`src/inc/sgp_regs.svh`:
```
// register map, key bytes and reset values of the gpio configuration block
// assumes it is included once per compile unit by its bare name
`ifndef SGP_REGS_SVH
`define SGP_REGS_SVH
`define SGP_IDX_PORT_LO 16'h002e
`define SGP_DAT_PORT_LO 16'h002f
`define SGP_IDX_PORT_HI 16'h004e
`define SGP_DAT_PORT_HI 16'h004f
`define SGP_KEY_ENTER 8'h87
`define SGP_KEY_EXIT 8'haa
`define SGP_IDX_LDN 8'h07
`define SGP_LDN_GPIO 8'h07
`define SGP_IDX_DIR 8'hf0
`define SGP_IDX_DATA 8'hf1
`define SGP_IDX_INV 8'hf2
`define SGP_DIR_RST 8'hff
`define SGP_DATA_RST 8'h00
`define SGP_INV_RST 8'h00
`define SGP_BYTE_ZERO 8'h00
`endif

```
`src/inc/sgp_pkg.sv`:
```
// types shared by the gpio configuration block
// assumes nothing beyond a systemverilog compiler
package sgp_pkg;
  typedef enum logic [2:0] {
    SGP_LOCKED = 3'h1,
    SGP_HALF_KEY = 3'h2,
    SGP_OPEN = 3'h4
  } sgp_mode_t;
endpackage

```
`src/verilog/sgp_gpio_port.sv`:
```
// eight-line gpio port behind an index/data configuration port pair
// assumes a synchronous host i/o strobe interface on core_clk_i and asynchronous pins
`include "sgp_regs.svh"

// Overview of operation
// - direction bit one makes the line input, zero makes it output
// - direction register resets to all ones, every line input
// - output lines: data bit writable, readable, and drives the pin
// - input lines: data bit follows the pin, software writes ignored
// - data register resets to zero
// - polarity one inverts between pin and data bit both ways
// - polarity zero passes pin and data bit unchanged
// - polarity register resets to zero
// - write-only index port at 2Eh or 4Eh chosen by strap
// - data port one above index reaches the register last indexed
// - index 07h then a device number selects the logical device
// - device 7 holds direction, data, inversion at F0h, F1h, F2h
// - writing AAh to the index port locks configuration again
module sgp_gpio_port #(
  parameter int GPIO_WIDTH = 8
) (
  // clock and reset
  input wire logic core_clk_i,
  input wire logic rst_n_i,
  // address strap: 0 selects 2Eh/2Fh, 1 selects 4Eh/4Fh
  input wire logic addr_strap_i,
  // host i/o cycle
  input wire logic io_wr_i,
  input wire logic io_rd_i,
  input wire logic [15:0] io_addr_i,
  input wire logic [7:0] io_wdata_i,
  output logic [7:0] io_rdata_o,
  output logic io_rvalid_o,
  // gpio lines
  input wire logic [GPIO_WIDTH-1:0] gpio_lines_i,
  output logic [GPIO_WIDTH-1:0] gpio_lines_o,
  output logic [GPIO_WIDTH-1:0] gpio_lines_oe_n_o,
  // mode status
  output logic cfg_open_o
);
  // each configuration register is one byte wide, so only eight lines can be served
  if (GPIO_WIDTH != 8) begin : g_bad_width
    $error("sgp_gpio_port serves exactly eight lines per register byte");
  end

  typedef struct packed {
    sgp_pkg::sgp_mode_t mode;
    logic [7:0] index;
    logic [7:0] ldn;
    logic [7:0] dir;
    logic [7:0] dout;
    logic [7:0] inv;
    logic [7:0] rdata;
    logic rvalid;
    logic [7:0] pin_out;
    logic [7:0] oe_n;
    logic open;
  } sgp_state_t;

  sgp_state_t q_r, q_nxt;
  logic strap;
  logic [7:0] pin_sync;
  logic [15:0] idx_addr;
  logic [15:0] dat_addr;
  logic idx_wr;
  logic dat_wr;
  logic dat_rd;
  logic gpio_sel;
  logic [7:0] data_view;

  sgp_strap_latch u_strap (
    .core_clk_i(core_clk_i),
    .rst_n_i(rst_n_i),
    .strap_i(addr_strap_i),
    .strap_o(strap)
  );

  sgp_pin_sync #(.WIDTH(GPIO_WIDTH)) u_sync (
    .core_clk_i(core_clk_i),
    .rst_n_i(rst_n_i),
    .pin_i(gpio_lines_i),
    .val_o(pin_sync)
  );

  always_comb begin
    idx_addr = strap ? `SGP_IDX_PORT_HI : `SGP_IDX_PORT_LO;
    dat_addr = strap ? `SGP_DAT_PORT_HI : `SGP_DAT_PORT_LO;
    idx_wr = io_wr_i && (io_addr_i == idx_addr);
    dat_wr = io_wr_i && (io_addr_i == dat_addr);
    dat_rd = io_rd_i && (io_addr_i == dat_addr);
    gpio_sel = (q_r.ldn == `SGP_LDN_GPIO);
    // input lines show the pin through the inversion, output lines the stored bit
    for (int i = 0; i < 8; i++) begin
      if (q_r.dir[i]) begin
        data_view[i] = pin_sync[i] ^ q_r.inv[i];
      end else begin
        data_view[i] = q_r.dout[i];
      end
    end
  end

  always_comb begin
    q_nxt = q_r;
    q_nxt.rvalid = 1'b0;
    // index port reads are not decoded; the index register itself is write-only
    if (idx_wr) begin
      case (q_r.mode)
        sgp_pkg::SGP_LOCKED: begin
          if (io_wdata_i == `SGP_KEY_ENTER) begin
            q_nxt.mode = sgp_pkg::SGP_HALF_KEY;
          end
        end
        sgp_pkg::SGP_HALF_KEY: begin
          if (io_wdata_i == `SGP_KEY_ENTER) begin
            q_nxt.mode = sgp_pkg::SGP_OPEN;
          end else begin
            q_nxt.mode = sgp_pkg::SGP_LOCKED;
          end
        end
        sgp_pkg::SGP_OPEN: begin
          if (io_wdata_i == `SGP_KEY_EXIT) begin
            q_nxt.mode = sgp_pkg::SGP_LOCKED;
          end else begin
            q_nxt.index = io_wdata_i;
          end
        end
        default: begin
          q_nxt.mode = sgp_pkg::SGP_LOCKED;
        end
      endcase
    end else if (dat_wr && (q_r.mode == sgp_pkg::SGP_OPEN)) begin
      if (q_r.index == `SGP_IDX_LDN) begin
        q_nxt.ldn = io_wdata_i;
      end else if (gpio_sel && (q_r.index == `SGP_IDX_DIR)) begin
        q_nxt.dir = io_wdata_i;
      end else if (gpio_sel && (q_r.index == `SGP_IDX_DATA)) begin
        // bits of input lines keep their value; writes there are dropped
        for (int i = 0; i < 8; i++) begin
          if (!q_r.dir[i]) begin
            q_nxt.dout[i] = io_wdata_i[i];
          end
        end
      end else if (gpio_sel && (q_r.index == `SGP_IDX_INV)) begin
        q_nxt.inv = io_wdata_i;
      end
    end

    if (dat_rd) begin
      q_nxt.rvalid = 1'b1;
      // a locked port answers zero so nothing leaks before the key is given
      if (q_r.mode != sgp_pkg::SGP_OPEN) begin
        q_nxt.rdata = `SGP_BYTE_ZERO;
      end else if (q_r.index == `SGP_IDX_LDN) begin
        q_nxt.rdata = q_r.ldn;
      end else if (gpio_sel && (q_r.index == `SGP_IDX_DIR)) begin
        q_nxt.rdata = q_r.dir;
      end else if (gpio_sel && (q_r.index == `SGP_IDX_DATA)) begin
        q_nxt.rdata = data_view;
      end else if (gpio_sel && (q_r.index == `SGP_IDX_INV)) begin
        q_nxt.rdata = q_r.inv;
      end else begin
        q_nxt.rdata = `SGP_BYTE_ZERO;
      end
    end

    // pin drive is built from the next register values, so it changes on the same edge as the registers
    for (int i = 0; i < 8; i++) begin
      q_nxt.pin_out[i] = q_nxt.dout[i] ^ q_nxt.inv[i];
      q_nxt.oe_n[i] = q_nxt.dir[i];
    end
    q_nxt.open = (q_nxt.mode == sgp_pkg::SGP_OPEN);
  end

  always_ff @(posedge core_clk_i or negedge rst_n_i) begin
    if (!rst_n_i) begin
      q_r.mode <= sgp_pkg::SGP_LOCKED;
      q_r.index <= `SGP_BYTE_ZERO;
      q_r.ldn <= `SGP_BYTE_ZERO;
      q_r.dir <= `SGP_DIR_RST;
      q_r.dout <= `SGP_DATA_RST;
      q_r.inv <= `SGP_INV_RST;
      q_r.rdata <= `SGP_BYTE_ZERO;
      q_r.rvalid <= 1'b0;
      q_r.pin_out <= `SGP_DATA_RST;
      q_r.oe_n <= `SGP_DIR_RST;
      q_r.open <= 1'b0;
    end else begin
      q_r <= q_nxt;
    end
  end

  assign io_rdata_o = q_r.rdata;
  assign io_rvalid_o = q_r.rvalid;
  assign gpio_lines_o = q_r.pin_out;
  assign gpio_lines_oe_n_o = q_r.oe_n;
  assign cfg_open_o = q_r.open;
endmodule // sgp_gpio_port

```
`src/verilog/sgp_pin_sync.sv`:
```
// three-stage synchroniser for the gpio pins with a settled-value output
// assumes the pins are asynchronous to core_clk_i
module sgp_pin_sync #(
  parameter int WIDTH = 8
) (
  // clock and reset
  input wire logic core_clk_i,
  input wire logic rst_n_i,
  // pins and settled value
  input wire logic [WIDTH-1:0] pin_i,
  output logic [WIDTH-1:0] val_o
);
  typedef struct packed {
    logic [WIDTH-1:0] s1;
    logic [WIDTH-1:0] s2;
    logic [WIDTH-1:0] s3;
    logic [WIDTH-1:0] val;
  } sgp_sync_t;
  sgp_sync_t q_r, q_nxt;

  always_comb begin
    q_nxt = q_r;
    q_nxt.s1 = pin_i;
    q_nxt.s2 = q_r.s1;
    q_nxt.s3 = q_r.s2;
    // a bit counts once stages two and three agree; s1 feeds only s2
    for (int i = 0; i < WIDTH; i++) begin
      if (q_r.s2[i] == q_r.s3[i]) begin
        q_nxt.val[i] = q_r.s3[i];
      end
    end
  end

  always_ff @(posedge core_clk_i or negedge rst_n_i) begin
    if (!rst_n_i) begin
      q_r <= '0;
    end else begin
      q_r <= q_nxt;
    end
  end

  assign val_o = q_r.val;
endmodule // sgp_pin_sync

```
`src/verilog/sgp_strap_latch.sv`:
```
// captures the configuration address strap once after reset release
// assumes the strap is static while the core is running
module sgp_strap_latch (
  // clock and reset
  input wire logic core_clk_i,
  input wire logic rst_n_i,
  // strap in, latched choice out
  input wire logic strap_i,
  output logic strap_o
);
  typedef struct packed {
    logic taken;
    logic val;
  } sgp_strap_t;
  sgp_strap_t q_r, q_nxt;

  always_comb begin
    q_nxt = q_r;
    if (!q_r.taken) begin
      q_nxt.taken = 1'b1;
      q_nxt.val = strap_i;
    end
  end

  // reset loads a constant; the strap is caught on the first edge after release
  always_ff @(posedge core_clk_i or negedge rst_n_i) begin
    if (!rst_n_i) begin
      q_r <= '0;
    end else begin
      q_r <= q_nxt;
    end
  end

  assign strap_o = q_r.val;
endmodule // sgp_strap_latch
```
`config.mk`:
```
export PLATFORM = sky130hd
export DESIGN_NAME = sgp_gpio_port
export DESIGN_NICKNAME = d
export VERILOG_FILES = /design/src/inc/sgp_pkg.sv /design/src/verilog/sgp_gpio_port.sv /design/src/verilog/sgp_pin_sync.sv /design/src/verilog/sgp_strap_latch.sv
export VERILOG_INCLUDE_DIRS = /design/src /design/src/inc
export SDC_FILE = /design/constraint.sdc
export NUM_CORES = 1
export LEC_CHECK = 0
export ABC_AREA = 1
export BUFFER_PORTS_ARGS = -buffer_cell sky130_fd_sc_hd__buf_4
export CORE_ASPECT_RATIO = 1.75
export CORE_UTILIZATION = 40
export DETAILED_ROUTE_END_ITERATION = 8
export PLACE_DENSITY = 0.64
export SLEW_MARGIN = 20
export SYNTH_ARGS = -nofsm -noshare
export SYNTH_HDL_FRONTEND = slang
export SYNTH_SLANG_ARGS = --single-unit
```
`constraint.sdc`:
```
create_clock -name core_clk_i -period 1.7 [get_ports core_clk_i]
set_input_delay 0.34 -clock core_clk_i [delete_from_list [all_inputs] [get_ports core_clk_i]]
set_output_delay 0.34 -clock core_clk_i [all_outputs]
set_load 0.005 [all_outputs]
```
# Yosys cells after proc, flatten, opt, wreduce, memory -nomap -nowiden
# Cells that the tools add are included.
# classes
muxes,38
n_eq_ne,22
reduce_logical,10
bitwise,19
# op_table
cell,n
8-bit 2-to-1 mux,10
16-bit 2-to-1 mux,4
"8-bit == test, second input constant",5
16-bit by 7-bit == test with 1-bit output,2
1-bit 2-to-1 mux,17
"8-bit by 3-bit == test with 1-bit output, second input constant",2
1-bit bitwise XOR,16
7-bit 2-to-1 mux,2
11-bit 2-to-1 mux,1
3-bit 2-to-1 mux,3
3-bit one-hot mux with 3 select lines,1
1-bit == test,8
1-bit logical AND,7
"3-bit == test, second input constant",2
3-bit AND reduction,2
4-bit AND reduction,1
"3-bit by 1-bit == test with 1-bit output, second input constant",1
"3-bit by 2-bit == test with 1-bit output, second input constant",1
"3-bit inequality test, second input constant",1
1-bit NOT,3
# totals
word_cells,112
output_inout_bits,26
input_bits,37
regBits,95

# Longest topological paths before layout
# depth
word_depth,9
mapped_depth,12
mapped_depth_nobuf,12

# Hierarchy
# A second synthesis with hierarchy kept.
# unflattened
cells_unflattened,602
hier_area_um2,4678.2
# modules_own_cells
module,cells_per_inst,area_each_um2,instances,seq_area_each_um2
sgp_gpio_port,523,3618.5,1,1537.7
sgp_pin_sync,72,991.0,1,800.8
sgp_strap_latch,7,68.8,1,50.0

# Least setup slack after synthesis
# No wires, ideal clock.
# synth_timing
path_type,register to register
from,register q_r[67] (netlist bit)
to,"register q_r, in the netlist gpio_lines_o[5]"
path_stages_with_launch,10
setup_slack_ns,0.144
setup_time_ns,0.116
arrival_ns,1.439
t_required_ns,1.584
period_less_slack_ns,1.556
n_path_buf,1
path_cell_list,dfrtp_1 -> nor3_4 -> nand3_2 -> nor2_4 -> buf_6 -> nand2_2 -> nand2_2 -> nand2_2 -> nand2_1 -> nand2_1
# synth_rtl
element,line_no,rtl
start: declaration,sgp_gpio_port.sv:60,"sgp_state_t q_r, q_nxt;"
start signal: assignment,sgp_gpio_port.sv:188,q_r <= q_nxt;

==> qor.csv <==
stage,metric,value,unit
power_and_ir_drop,Leak,0.002940,uW
drt,routed length on met1,4638,um
clock_network,CTS tree,yes,
timing,Final Hold Fails,0,
synthesis,Syn Area/Cell,8.257,um2
global_route,grt total ovfl,0,
clock_network,Clock Sinks,95,
global_route,initial antenna violation count,0,
timing,Final setup viols,0,
setup_path,worst-path maximum fanout,8,
global_route,first-pass GRT wire length,19300,um
die,# IOs,63,
power_and_ir_drop,VDD IR-drop max,0.6214,mV
synthesis,number of synthesis warnings,0,
die,Vert. Die Dim,144.4,um
clock_network,CTS Buffer Depth,2,
die,DIE AREA,12030,um2
timing,total negative slack,0,ns
drt,drt wl/cell,15.51,um
placed_design,Port Buffer Count,62,
setup_path,"most used cell, CP",nand2_1,
clock_network,H-tree depth,3,
timing,fmax,591.8,MHz
synthesis,Seq cells post-synth,95,
clock_network,clk slew on worst S/H paths,0.07,ns
power_and_ir_drop,pwr/cell area,787.0,nW/um2
die,Initial Util,0.4124,
timing,final worst path period need,1.690,ns
synthesis,dominant cells by area after synthesis,"dfrtp_1 (46%), nand2_1 (13%), nor2_1 (5.3%)",
setup_path,CP required,1.93,ns
clock_network,clock root buffer,clkbuf_16,
cells_and_area,post-layout util,0.5300,
synthesis,asr flop ratio synth,1.000,
cells_and_area,synthesis-to-finish area growth,28.50,%
drt,met2 wire len,6501,um
cells_and_area,Filler cells,1051,
synthesis,share of the synthesized area in the top cell type,0.4646,
synthesis,post-synth top area cell,dfrtp_1,
clock_network,Inserted Clock Buffers,9,
timing,Clock Skews,0.005353,ns
drt,Final ANT Viol Nets,0,
setup_path,critical path's top delay family,simple AND/OR/NAND/NOR gates,
clock_network,Skew-Pair Late Insertion Delay,0.34,ns
synthesis,Post-synth EDFFs,0,
setup_path,WP buf/inv,3,
drt,DRC,0,
synthesis,Cells after Synth,561,
die,core area,11230,um2
global_route,pin count of the biggest net entering global routing,38,
setup_path,crit path kind,reg -> reg,
synthesis,register area share after synthesis,0.5157,
die,Die Wd,83.35,um
hold_path,HP Class,in -> reg,
synthesis,synthesized area,4632,um2
synthesis,syn_nets,598,
setup_path,worst-path cell chain,"inv_1, nand4_1, nor2_2, buf_6, nand3_4, buf_8, nor2_2, nand2_1, nand2_1, nand2_2, nand2_1, nand2_2",
timing,RSZ-0062 raised after global routing,true,
die,FP Rows,51,
drt,Iteration-0 DRC Markers,320,
run,max-cap check violation count,0,
placed_design,HPWL Detailed,8811,um
setup_path,Crit-path slowest cell,dfrtp_1,
timing,Final Cycle Share,0.9939,
timing,WHS,0.1000,ns
setup_path,"slowest stage delay, CP",0.39,ns
timing,Slew Limit Fails,0,
synthesis,Synth top cells by count,"nand2_1 (158), dfrtp_1 (86), nor2_1 (66), inv_1 (49), nand3_1 (44)",
synthesis,top-count cell post-synth,nand2_1,
setup_path,crit path capture type,flop,
drt,Vias/cell,5.160,
synthesis,synth unique cells,33,
drt,vias,4040,
cells_and_area,fraction of layout instances using a drive strength above 1,0.3333,
global_route,GR Util All Layers,0.2073,
drt,drt total wl,12150,um
cells_and_area,Diodes inserted,0,
drt,DRT Pass-1 Iters,4,
outcome,status,"complete, no violations",
drt,Top Metal Used,met4,
cells_and_area,Nets,683,
setup_path,CP arrival,1.92,ns
drt,met3 routed WL,597,um
setup_path,Startpoint Class,flop,
placed_design,RePlAce Congestion,0.8579,
synthesis,main flop type after synthesis,dfrtp_1,
global_route,vias in the first global route,3945,
[routing by layer]
metal | up-vias | GRT usage
li1 | 1916 | -
met1 | 1956 | 0.2359
met2 | 135 | 0.3770
met3 | 33 | 0.03196
met4 | 0 | 0.1025
met5 | - | 0
[worst paths after layout]
check	depth (start not counted)	slack, ns	end	start
setup / recovery	12	0.01	gpio_lines_o[7]$_DFF_PN0_	q_r[53]$_DFFE_PN0P_
hold / removal	1	0.10	u_sync.q_nxt[18]$_DFF_PN0_	gpio_lines_i[2]
setup reg to reg	12	0.01	gpio_lines_o[7]$_DFF_PN0_	q_r[53]$_DFFE_PN0P_
hold reg to reg	0	0.35	u_sync.q_nxt[10]$_DFF_PN0_	u_sync.q_nxt[18]$_DFF_PN0_
max in group asynchronous	3	0.66	gpio_lines_oe_n_o[6]$_DFFE_PN1P_	rst_n_i
min in group asynchronous	2	0.45	u_sync.q_nxt[16]$_DFF_PN0_	rst_n_i
[report_power, final]
part           switching [uW]  total, uW  internal [uW]
combinational             134        248            114
clock                     889       2090           1200
sequential               31.5       2340           2310
total                    1050       4680           3630
[cells by family after synthesis]
logic type,share of synthesized area
AND/OR/NAND/NOR,0.3158
flip-flops,0.5157
buffers and inverters,0.09697
AO/OA/AOI/OAI,0.04025
adder cells (fa/ha/maj),0.01729
XOR/XNOR,0.01324
other,0.0008096
[what timing repair did]
item                                    4_1_cts  5_1_grt
hold buffers                                  1        0
buffers inserted                              3        1
endpoints found under the setup margin        6       37
hold endpoints to repair                     20        0
cloned                                        1        1
pin swaps                                     9       27
resized for setup                             8       57
[placed cells by master, fill, tap and decap left out, types with 3 or more instances in the layout]
cell type  netlist  layout
xnor2_1          7       7
nor2_1          66      52
nand2_1        158     141
nand3_1         44      34
nor3_4           3       3
dfstp_2          9       9
o21ai_1         26      26
dfrtp_1         86      86
inv_1           49      44
nand2_2         14      29
nor2_2           6      17
buf_4           24      93
nor3_1           4       4
a21oi_1          8       8
nor2_4           2       5
nand3b_1         3       3
buf_6            2       4
maj3_1           8       8
nand2_4          1       3
inv_2            9      13
buf_12           0       4
clkbuf_16        0      10
nand3_2          2      11
nand4_1         14      14
[sequential cells by signal (all words and copies together) (netlist names)]
register,count
u_strap.q_r,1
q_r,35
u_sync.val_o,8
u_sync.q_nxt,16
cfg_open_o,1
gpio_lines_o,8
gpio_lines_oe_n_o,8
u_sync.q_r,8
io_rvalid_o,1
io_rdata_o,8
u_strap.strap_o,1
[per-stage QoR]
step                      setup slack [ns]  std cells  power, uW  instance area, um2
after floorplan                     0.1443        561       2450                4632
after global placement            -0.03262        760       2616                5359
after detailed placement          -0.08273        760       2627                5359
after CTS                        -0.002018        781       4732                5741
after global routing               -0.1065        783       4842                5952
final                              0.01036        783       4684                5952
[final cells by class]
| type | instances | area [um2] | share of cell area |
|---|---|---|---|
| timing repair buffer | 106 | 895.9 | 0.1505 |
| multi-input combinational | 376 | 1968 | 0.3307 |
| inverter | 58 | 220.2 | 0.03700 |
| sequential | 95 | 2389 | 0.4013 |
| clock buffer | 10 | 239.0 | 0.04015 |
| tap | 132 | 165.2 | 0.02775 |
| clock inverter | 6 | 75.07 | 0.01261 |
(Power assumes the default switching activity.)
